===== src/rtl/pdo_pkg.sv =====
// constants for the transaction layer debug observation bus
package pdo_pkg;
   // channel select field of the test input
   localparam int NUM_VC = 4;
   localparam int SEL_LSB = 29;
   localparam int SEL_W = 3;
   // test output field positions and widths
   localparam int TOUT_W = 256;
   localparam int DLL_ERR_LSB = 85;
   localparam int DLL_ERR_W = 5;
   localparam int TRN_ERR_LSB = 90;
   localparam int TRN_ERR_W = 9;
   localparam int VC_STAT_LSB = 99;
   localparam int VC_STAT_W = 4;
   localparam int CHAN_LSB = 131;
   localparam int RXDESC_LSB = 131;
   localparam int RXDESC_W = 3;
   localparam int BYPASS_BIT = 134;
   localparam int RXPAY_LSB = 135;
   localparam int RXPAY_W = 2;
   localparam int REORDER_BIT = 137;
   localparam int FIFO_EMPTY_BIT = 138;
   localparam int PENDING_BIT = 139;
   localparam int TXFSM_LSB = 140;
   localparam int TXFSM_W = 4;
   localparam int RXCRED_LSB = 144;
   localparam int TXCRED_LSB = 200;
   localparam int CRED_W = 56;
   // credit field layout inside one 56-bit report
   localparam int PH_LSB = 0;
   localparam int HDR_W = 8;
   localparam int PD_LSB = 8;
   localparam int DAT_W = 12;
   localparam int NPH_LSB = 20;
   localparam int NPD_LSB = 28;
   localparam int NPD_W = 8;
   localparam int CPLH_LSB = 36;
   localparam int CPLD_LSB = 44;
   // state machine encodings
   typedef enum logic [2:0] {
      PDO_DESC_IDLE = 3'h0, PDO_DESC_PH0 = 3'h1, PDO_DESC_PH1 = 3'h2,
      PDO_DESC_PH2 = 3'h3, PDO_DESC_WAIT = 3'h4
   } pdo_desc_t;
   typedef enum logic [3:0] {
      PDO_TX_IDLE = 4'h0, PDO_TX_DESC4 = 4'h1, PDO_TX_DESC3_NORM = 4'h2,
      PDO_TX_DESC3_SHFT = 4'h3, PDO_TX_DATA_NORM = 4'h4,
      PDO_TX_DATA_SHFT = 4'h5, PDO_TX_DATA_LAST = 4'h6,
      PDO_TX_CFG0 = 4'h7, PDO_TX_CFG1 = 4'h8
   } pdo_tx_t;
   // register map, byte addresses
   localparam int ADDR_W = 4;
   localparam logic [3:0] REG_STATUS = 4'h0;
   localparam logic [3:0] REG_MASK = 4'h4;
   localparam logic [3:0] REG_SEL_STATE = 4'h8;
   localparam logic [3:0] REG_VC_STATUS = 4'hc;
   localparam int STATUS_W = 15;
   localparam int RSV_BIT = 14;
   localparam logic [14:0] MASK_RST = 15'h0000;
   localparam logic [14:0] STATUS_RST = 15'h0000;
endpackage


===== src/rtl/pdo_debug_bus.sv =====
// transaction layer debug observation bus with register slave
//
// Summary of operation
// - Five data link error flags, packet error lowest, protocol error highest.
// - Nine transaction layer error flags, poisoned packet lowest, malformed top.
// - Channel 0 four status bits: to cfg, from cfg, not empty, credits.
// - Channel 1 same four status bits on the next four output bits.
// - Channels 2 and 3 same four status bits on their own ranges.
// - Upper output fields come from the channel named by the select field.
// - Receive descriptor machine shown as three-bit code, idle to wait.
// - Bypass-valid bit high while bypass holds for the current packet.
// - Receive payload machine shown as two-bit code, idle to last.
// - Reorder-busy bit high while the reordering queue is working.
// - Receive FIFO empty bit high while the packet FIFO holds nothing.
// - Pending bit high between FIFO extraction and application delivery.
// - Transmit machine shown as four-bit code, idle to second config.
// - Receive credits as six packed fields, pd and cpld fields twelve bits.
// - Transmit credits in the same six-field packing at the top.
// - Non-posted data credits held to eight bits in both reports.
`timescale 1ns/1ns
module pdo_debug_bus (
   input wire logic clock,
   input wire logic sys_rst,
   input wire logic clk_en,
   input wire logic [31:0] test_in,
   input wire logic [4:0] dll_err_in,
   input wire logic [8:0] trn_err_in,
   input wire logic [15:0] vc_status_in,
   input wire logic [11:0] receive_descriptor_fsm_code,
   input wire logic [3:0] bypass_valid_in,
   input wire logic [7:0] receive_payload_fsm_code,
   input wire logic [3:0] reorder_queue_active,
   input wire logic [3:0] rx_fifo_empty_in,
   input wire logic [3:0] rx_pending_in,
   input wire logic [15:0] transmit_fsm_code,
   input wire logic [31:0] rx_cred_ph_in,
   input wire logic [47:0] rx_cred_pd_in,
   input wire logic [31:0] rx_cred_nph_in,
   input wire logic [31:0] rx_cred_npd_in,
   input wire logic [31:0] rx_cred_cplh_in,
   input wire logic [47:0] rx_cred_cpld_in,
   input wire logic [31:0] tx_cred_ph_in,
   input wire logic [47:0] tx_cred_pd_in,
   input wire logic [31:0] tx_cred_nph_in,
   input wire logic [31:0] tx_cred_npd_in,
   input wire logic [31:0] tx_cred_cplh_in,
   input wire logic [47:0] tx_cred_cpld_in,
   output logic [255:0] test_out,
   input wire logic [3:0] avs_address,
   input wire logic avs_read,
   input wire logic avs_write,
   input wire logic [31:0] avs_writedata,
   input wire logic [3:0] avs_byteenable,
   output logic [31:0] avs_readdata,
   output logic avs_waitrequest,
   output logic irq
);

   logic [255:0] test_out_reg;
   logic [255:0] test_out_next;
   logic [2:0] sel;
   logic [1:0] vc;
   logic vc_ok;
   logic rsv_seen;
   logic [14:0] status_reg;
   logic [14:0] status_next;
   logic [14:0] mask_reg;
   logic [14:0] events;
   logic [14:0] clr_bits;
   logic wait_reg;
   logic [31:0] rdata_reg;
   logic [31:0] rdata_next;
   logic irq_reg;
   logic accept;

   // pack one credit report; npd is only eight bits wide on purpose
   function automatic logic [55:0] pack_cred(
      input logic [7:0] ph,
      input logic [11:0] pd,
      input logic [7:0] nph,
      input logic [7:0] npd,
      input logic [7:0] cplh,
      input logic [11:0] cpld
   );
      logic [55:0] r;
      r = '0;
      r[pdo_pkg::PH_LSB +: pdo_pkg::HDR_W] = ph;
      r[pdo_pkg::PD_LSB +: pdo_pkg::DAT_W] = pd;
      r[pdo_pkg::NPH_LSB +: pdo_pkg::HDR_W] = nph;
      r[pdo_pkg::NPD_LSB +: pdo_pkg::NPD_W] = npd;
      r[pdo_pkg::CPLH_LSB +: pdo_pkg::HDR_W] = cplh;
      r[pdo_pkg::CPLD_LSB +: pdo_pkg::DAT_W] = cpld;
      return r;
   endfunction

   // channel select decode; codes beyond the last channel read as zero
   assign sel = test_in[pdo_pkg::SEL_LSB +: pdo_pkg::SEL_W];
   assign vc = sel[1:0];
   assign vc_ok = (sel < 3'(pdo_pkg::NUM_VC));

   // observation bus contents; inputs are only read, never steered
   always_comb begin
      test_out_next = '0;
      test_out_next[pdo_pkg::DLL_ERR_LSB +: pdo_pkg::DLL_ERR_W] =
         dll_err_in;
      test_out_next[pdo_pkg::TRN_ERR_LSB +: pdo_pkg::TRN_ERR_W] =
         trn_err_in;
      // four channels of four status bits each, channel 0 lowest
      test_out_next[pdo_pkg::VC_STAT_LSB +: 16] = vc_status_in;
      if (vc_ok) begin
         test_out_next[pdo_pkg::RXDESC_LSB +: pdo_pkg::RXDESC_W] =
            receive_descriptor_fsm_code[vc*3 +: 3];
         test_out_next[pdo_pkg::BYPASS_BIT] = bypass_valid_in[vc];
         test_out_next[pdo_pkg::RXPAY_LSB +: pdo_pkg::RXPAY_W] =
            receive_payload_fsm_code[vc*2 +: 2];
         test_out_next[pdo_pkg::REORDER_BIT] =
            reorder_queue_active[vc];
         test_out_next[pdo_pkg::FIFO_EMPTY_BIT] = rx_fifo_empty_in[vc];
         test_out_next[pdo_pkg::PENDING_BIT] = rx_pending_in[vc];
         test_out_next[pdo_pkg::TXFSM_LSB +: pdo_pkg::TXFSM_W] =
            transmit_fsm_code[vc*4 +: 4];
         test_out_next[pdo_pkg::RXCRED_LSB +: pdo_pkg::CRED_W] = pack_cred(
            rx_cred_ph_in[vc*8 +: 8], rx_cred_pd_in[vc*12 +: 12],
            rx_cred_nph_in[vc*8 +: 8], rx_cred_npd_in[vc*8 +: 8],
            rx_cred_cplh_in[vc*8 +: 8],
            rx_cred_cpld_in[vc*12 +: 12]);
         test_out_next[pdo_pkg::TXCRED_LSB +: pdo_pkg::CRED_W] = pack_cred(
            tx_cred_ph_in[vc*8 +: 8], tx_cred_pd_in[vc*12 +: 12],
            tx_cred_nph_in[vc*8 +: 8], tx_cred_npd_in[vc*8 +: 8],
            tx_cred_cplh_in[vc*8 +: 8],
            tx_cred_cpld_in[vc*12 +: 12]);
      end
   end

   // reserved machine codes on the selected channel, flagged for software
   always_comb begin
      rsv_seen = 1'b0;
      if (vc_ok) begin
         rsv_seen = (receive_descriptor_fsm_code[vc*3 +: 3] >
                     pdo_pkg::PDO_DESC_WAIT) ||
                    (transmit_fsm_code[vc*4 +: 4] > pdo_pkg::PDO_TX_CFG1);
      end
   end

   // one register stage so the bus leaves on clean flop outputs
   always_ff @(posedge clock) begin
      if (sys_rst) begin
         test_out_reg <= '0;
      end else if (clk_en) begin
         test_out_reg <= test_out_next;
      end
   end

   // avalon handshake: waitrequest drops for one cycle per request
   always_ff @(posedge clock) begin
      if (sys_rst) begin
         wait_reg <= 1'b1;
      end else if (clk_en) begin
         if (wait_reg && (avs_read || avs_write)) begin
            wait_reg <= 1'b0;
         end else begin
            wait_reg <= 1'b1;
         end
      end
   end

   assign accept = !wait_reg && (avs_read || avs_write);

   // read data mux; unmapped addresses answer zero
   always_comb begin
      rdata_next = 32'h0000_0000;
      unique case (avs_address)
         pdo_pkg::REG_STATUS: rdata_next[14:0] = status_reg;
         pdo_pkg::REG_MASK: rdata_next[14:0] = mask_reg;
         pdo_pkg::REG_SEL_STATE: begin
            rdata_next[15:13] = sel;
            rdata_next[12:0] = test_out_reg[pdo_pkg::CHAN_LSB +: 13];
         end
         pdo_pkg::REG_VC_STATUS:
            rdata_next[15:0] = test_out_reg[pdo_pkg::VC_STAT_LSB +: 16];
         default: rdata_next = 32'h0000_0000;
      endcase
   end

   // read data captured while waitrequest is still high, stands at accept
   always_ff @(posedge clock) begin
      if (sys_rst) begin
         rdata_reg <= 32'h0000_0000;
      end else if (clk_en) begin
         if (wait_reg && avs_read) begin
            rdata_reg <= rdata_next;
         end
      end
   end

   // mask register, byte lanes 0 and 1 only
   always_ff @(posedge clock) begin
      if (sys_rst) begin
         mask_reg <= pdo_pkg::MASK_RST;
      end else if (clk_en) begin
         if (accept && avs_write && avs_address == pdo_pkg::REG_MASK) begin
            if (avs_byteenable[0]) begin
               mask_reg[7:0] <= avs_writedata[7:0];
            end
            if (avs_byteenable[1]) begin
               mask_reg[14:8] <= avs_writedata[14:8];
            end
         end
      end
   end

   // sticky status; only bits actually reported are cleared, set wins
   assign events = {rsv_seen, trn_err_in, dll_err_in};
   always_comb begin
      clr_bits = '0;
      if (accept && avs_read && avs_address == pdo_pkg::REG_STATUS) begin
         clr_bits = rdata_reg[14:0];
      end
      status_next = (status_reg & ~clr_bits) | events;
   end

   always_ff @(posedge clock) begin
      if (sys_rst) begin
         status_reg <= pdo_pkg::STATUS_RST;
      end else if (clk_en) begin
         status_reg <= status_next;
      end
   end

   // level interrupt, one cycle behind status so it leaves a flop
   always_ff @(posedge clock) begin
      if (sys_rst) begin
         irq_reg <= 1'b0;
      end else if (clk_en) begin
         irq_reg <= |(status_reg & mask_reg);
      end
   end

   assign test_out = test_out_reg;
   assign avs_readdata = rdata_reg;
   assign avs_waitrequest = wait_reg;
   assign irq = irq_reg;

   // channel 0 views for the checks below
   logic [2:0] ast_desc0;
   logic [1:0] ast_pay0;
   logic [3:0] ast_tx0;
   logic [7:0] ast_npd0;
   logic [11:0] ast_cpld0;
   assign ast_desc0 = receive_descriptor_fsm_code[2:0];
   assign ast_pay0 = receive_payload_fsm_code[1:0];
   assign ast_tx0 = transmit_fsm_code[3:0];
   assign ast_npd0 = tx_cred_npd_in[7:0];
   assign ast_cpld0 = rx_cred_cpld_in[11:0];

   // reset is sampled here, so a check never starts on the release edge
   logic ast_run;
   assign ast_run = clk_en && !sys_rst;
endmodule


===== config.mk =====
export PLATFORM = sky130hd
export DESIGN_NAME = pdo_debug_bus
export DESIGN_NICKNAME = d
export VERILOG_FILES = /design/src/rtl/pdo_pkg.sv /design/src/rtl/pdo_debug_bus.sv
export SDC_FILE = /design/constraint.sdc
export NUM_CORES = 1
export LEC_CHECK = 0
export BUFFER_PORTS_ARGS = -buffer_cell sky130_fd_sc_hd__buf_2
export CORE_AREA = 5 5 347 349
export CTS_CLUSTER_SIZE = 12
export DETAILED_ROUTE_END_ITERATION = 16
export DIE_AREA = 0 0 352 354
export HOLD_SLACK_MARGIN = 0.05
export PLACE_DENSITY = 0.35
export SLEW_MARGIN = 30
export SYNTH_ARGS = -nofsm -noshare
export SYNTH_HDL_FRONTEND = slang
export SYNTH_SLANG_ARGS = --single-unit

===== constraint.sdc =====
create_clock -name clock -period 2.65 [get_ports clock]
set_input_delay 0.265 -clock clock [delete_from_list [all_inputs] [get_ports clock]]
set_output_delay 0.265 -clock clock [all_outputs]
set_load 0.005 [all_outputs]

Word-level counts from Yosys, hierarchy flattened

Cells that the tools add are included.

Bits in registers: 203
Bits in latches: 0
Bits in writable memories: 0
Bits in read-only memories: 0
Bits of input ports: 607
Output and inout port bits: 290
Word-level logic and storage cells: 64
Memories: 0

Add/sub/neg operators: 0
Multiply operators: 2
Divide/modulo/power cells: 0
$lt $le $gt $ge: 4
Equality and inequality tests: 3
Shifts and indexed selects: 15
Mux-type cells: 14
Bitwise logic cells: 4
Reduce and logical (&&, ||, !) cells: 15

Operators with widths:

| kind                                                                  | number |
|---|---|
| 32-bit by 6-bit variable part select with 8-bit output                | 8 |
| 48-bit by 7-bit variable part select with 12-bit output               | 4 |
| 125-bit 2-to-1 mux                                                    | 1 |
| 15-bit case mux with 4 select lines                                   | 1 |
| 15-bit AND                                                            | 2 |
| 16-bit by 5-bit variable part select with 4-bit output                | 1 |
| 15-bit 2-to-1 mux                                                     | 1 |
| 15-bit NOT                                                            | 1 |
| 15-bit OR                                                             | 1 |
| 15-bit OR reduction                                                   | 1 |
| 12-bit by 5-bit variable part select with 3-bit output                | 1 |
| 1-bit binary-select mux with 2-bit select                             | 4 |
| 4-bit equality test, second input constant                            | 2 |
| 2-bit by 2-bit multiplier with 4-bit output, second input constant    | 2 |
| 8-bit by 4-bit variable part select with 2-bit output                 | 1 |
| 1-bit logical AND                                                     | 7 |
| 1-bit 2-to-1 mux                                                      | 6 |
| 3-bit AND reduction                                                   | 2 |
| 4-bit by 3-bit equality test with 1-bit output, second input constant | 1 |
| 4-bit greater-than comparator, second input constant                  | 1 |
| 4-bit zero test                                                       | 1 |
| 3-bit greater-than comparator, second input constant                  | 1 |
| 2-bit by 3-bit < comparator with 1-bit output, second input constant  | 1 |
| 3-bit < comparator, second input constant                             | 1 |
| other kinds (4)                                                       | 5 |

Depth between registers and ports, before layout

Word-level depth: 8
Depth in mapped cells: 6
Depth with buffers taken out: 4

Worst setup path after synthesis

Ideal clock, no wire load.

Path kind: input to register
From: input port test_in[29]
To: register test_out_reg[134] (netlist: test_out[134])
Library setup time: 0.128 ns
Data arrival time: 1.552 ns
Data required time: 2.522 ns
Path slack: 0.971 ns
Stages on the path: 6
Path buffers: 3
Cells stage by stage: buf_4 > buf_2 > buf_4 > mux4_2 > a21oi_1 > nor2_1

Longest elaborated chain between the ends: 3
Elaborated cells between the ends (all ways): 4
Classes of those cells: order compare: 1; mux: 3

RTL lines:

| what                                      | line                 | text |
|---|---|---|
| start: declaration                        | pdo_debug_bus.sv:25  | `input wire logic [31:0] test_in,` |
| 1-bit binary-select mux with 2-bit select | pdo_debug_bus.sv:113 | `test_out_next[pdo_pkg::BYPASS_BIT] = bypass_valid_in[vc];` |
| 1-bit 2-to-1 mux (not written as such)    | pdo_debug_bus.sv:113 |  |
| 125-bit 2-to-1 mux *                      | pdo_debug_bus.sv:110 | `if (vc_ok) begin` |
| end signal: assignment                    | pdo_debug_bus.sv:150 | `test_out_reg <= test_out_next;` |
| end: declaration                          | pdo_debug_bus.sv:59  | `logic [255:0] test_out_reg;` |

Mark *: on every way between the ends. The rest lies on a longest branch, timed or not. The select of a mux whose other input is x is not followed.
A chain may end at the register's enable or synchronous reset.

Worst setup path in the final report

From: input port test_in[29]
To: register test_out_reg[245] (netlist: test_out[245])

Longest elaborated chain between the ends: 3
Elaborated cells between the ends (all ways): 4
Classes of those cells: mul: 1; order compare: 1; shift: 1; mux: 1

RTL lines:

| what                                                    | line                 | text |
|---|---|---|
| 2-bit by 2-bit multiplier with 4-bit output             | pdo_debug_bus.sv:131 | `tx_cred_cpld_in[vc*12 +: 12]);` |
| 48-bit by 7-bit variable part select with 12-bit output | pdo_debug_bus.sv:131 |  |
| 125-bit 2-to-1 mux *                                    | pdo_debug_bus.sv:110 |  |

Mark *: on every way between the ends. The rest lies on a longest branch, timed or not.

==> results.sh <==
export IMPL_die_area_sq_um=125000
export IMPL_dr_pass1_iters=5
export IMPL_rr_worst_depth=3
export IMPL_cts_buffers=29
export IMPL_synth_flop_cell="dfxtp_1"
export IMPL_wl_per_cell_microns=19.5
export IMPL_critPathRequiredTime_ps=3130
export IMPL_antenna_left=0
export IMPL_overflow=0
export IMPL_power_frac_clock=0.433
export IMPL_outcome="complete, no violations"
export IMPL_min_from="rx_cred_pd_in[33]"
export IMPL_die_w_microns=352
export IMPL_cp_end_kind="flip-flop"
export IMPL_swShare=0.290
export IMPL_yosysUniqueCellTypes=40
export IMPL_syn_inst=1156
export IMPL_drtIter0Drc=519
export IMPL_via_count=11934
export IMPL_ys_seq_elements=203
export IMPL_setup_tns_ps=0
export IMPL_yosysSeqAreaShare=0.350
export IMPL_cts_sinks=203
export IMPL_rows=126
export IMPL_p_seq_frac=0.366
export IMPL_setup_violations=0
export IMPL_timing_reg2reg_setup_slack_ps=1070
export IMPL_crit_arrival_ps=2330
export IMPL_crit_path_start="test_in[29]"
export IMPL_crit_fanout=31
export IMPL_clockBufferDepth=3
export IMPL_start_util=0.0991
export IMPL_maxCapViolations=0
export IMPL_synthArstFlopShare=0
export IMPL_min_path_cells=4
export IMPL_worst_pin_slew_ps=718
export IMPL_clk_latency_ps=610
export IMPL_grt_max_degree=110
export IMPL_powerDensity_nw_per_um2=479
export IMPL_portBuffers=731
export IMPL_crit_type="input port to flip-flop"
export IMPL_hpwl_microns=56800
export IMPL_clk_pin_slew_ps=60
export IMPL_grt_pass1_vias=12393
export IMPL_finalWirelength_microns=69000
export IMPL_area_growth_syn_to_layout_pct=62.0
export IMPL_routabilityCongestion=0.845
export IMPL_finalHoldViolCount=0
export IMPL_cts_tree="built"
export IMPL_drive_gt1_frac=0.478
export IMPL_io_pins=897
export IMPL_syn_area_per_cell_sq_um=10.0
export IMPL_antenna_found_initial=38
export IMPL_total_power_mw=9.02
export IMPL_p_int_mw=6.41
export IMPL_drcViolationCount=0
export IMPL_fmax_mhz=542
export IMPL_cp_start_kind="input port"
export IMPL_worst_clock_skew_ps=16.0
export IMPL_synth_edf_count=0
export IMPL_cts_resized=0
export IMPL_track_usage=0.104
export IMPL_p_sw_mw=2.62
export IMPL_nNetsFinal=2577
export IMPL_grt_setup_unrepaired="false"
export IMPL_largest_reg_flops=155
export IMPL_die_h_microns=354
export IMPL_synth_area_sq_um=11600
export IMPL_relSlewSlack=0.522
export IMPL_synth_area_leaders="dfxtp_1 35%, mux4_2 24%, buf_4 8.3%, nor2b_1 6.7%, a21oi_1 6.6%"
export IMPL_drv_slew=0
export IMPL_holdCritPathClass="input port to flip-flop"
export IMPL_synth_area_leader_cell="dfxtp_1"
export IMPL_netlist_area_leader_share=0.350
export IMPL_fin_crit_sh=0.697
export IMPL_yosysWarnings=0
export IMPL_p_comb_frac=0.201
export IMPL_postCtsSetupRepairBufs=0
export IMPL_r2r_start="avs_waitrequest"
export IMPL_peakVddDrop_uv=343
export IMPL_core_region_area_sq_um=117000
export IMPL_grt_pass1_wl_microns=94500
export IMPL_h_tree_depth=1
export IMPL_p_leak_nw=8.33
export IMPL_via_per_inst=3.38
export IMPL_fin_crit_ps=1850
export IMPL_root_buffer="clkbuf_16"
stage by stage:
stage / instances / utilization / area, sq um / setup slack [ps] / hold slack (ps)
final: 3536 / 0.161 / 18800 / 803 / 115
after CTS: 3526 / 0.160 / 18800 / 715 / 50.6
after detailed placement: 3368 / 0.143 / 16800 / 466 / 459
after floorplan: 1272 / - / 12000 / 971 / 409
after global routing: 3532 / 0.161 / 18800 / 670 / 90.5
after global placement: 3368 / 0.143 / 16800 / 527 / 453
critical path: stages:
cell and delay (ps):
buf_8 380, buf_4 350, mux4_2 520, dlygate4sd3_1 570, a21oi_1 140, nor2_1 50
logic make-up (layout without fill, tap and decap cells):
family	count (synthesis)	after routing	synth area share
buf+inv	221	939	0.116
simple gates	348	348	0.153
mux	157	157	0.269
compound gates	226	226	0.111
flops	203	203	0.350
other cells	1	127	0.000323
power by group through the flow:
stage / registers [mW] / logic [mW] / clock network [mW]
after global routing: 3.31 / 1.99 / 4.22
after global placement: 3.37 / 1.69 / 0
after detailed placement: 3.37 / 1.69 / 0
after floorplan: 3.33 / 0.907 / 0
final: 3.30 / 1.82 / 3.91
after CTS: 3.30 / 1.85 / 4.14
cell usage in the layout, fill, tap and decap left out, types with 17 or more instances in the layout:
master           n
a21oi_1        153
nor2b_1        124
dlygate4sd3_1  107
buf_2          727
conb_1         117
a221oi_1        18
o21ai_0         20
dfxtp_1        203
mux2i_1         32
nor2_1         158
mux4_2         124
nand2b_1        17
nand2_1         33
buf_4           25
clkbuf_16       29
routing by layer:
metal,wire length (microns),part of all wire,global-route usage
met1,28000,0.41,0.125
met2,32400,0.47,0.173
met3,6850,0.099,0.0433
met4,1700,0.025,0.0271
met5,98,0.0014,0
what timing repair did:
action	CTS	global route
hold endpoints to repair	93	0
hold buffers	107	0
endpoints found under the setup margin	0	0
path summary, 6_finish.rpt:
| check | endpoint |
|---|---|
| min reg2reg | avs_readdata[6] |
| min | test_out[161] |
| max reg2reg | avs_readdata[3] |
| max | test_out[245] |
Yosys cell counts (2+ instances only):
library cell and count:
a21oi_1 153, a221oi_1 18, a22o_1 12, a22o_2 5, a22oi_1 3, and3_1 2, buf_2 13, buf_4 129
buf_6 2, clkbuf_1 61, dfxtp_1 203, inv_1 14, mux2i_1 32, mux4_2 124, nand2_1 33, nand2b_1 17
nand4_4 2, nor2_1 158, nor2b_1 125, nor3_1 2, nor4b_4 2, o21ai_0 20, o21ai_1 9
area by class of cell:
cell class,count,area (sq um)
timing repair buffer,874,5170
clock inverter,13,113
antenna,10,25.0
inverter,14,52.6
multi-input combinational,848,6660
tap,1536,1920
sequential,203,4060
clock buffer,38,810
fill,13263,98300
Note: power is estimated with default switching activity, not from simulation.
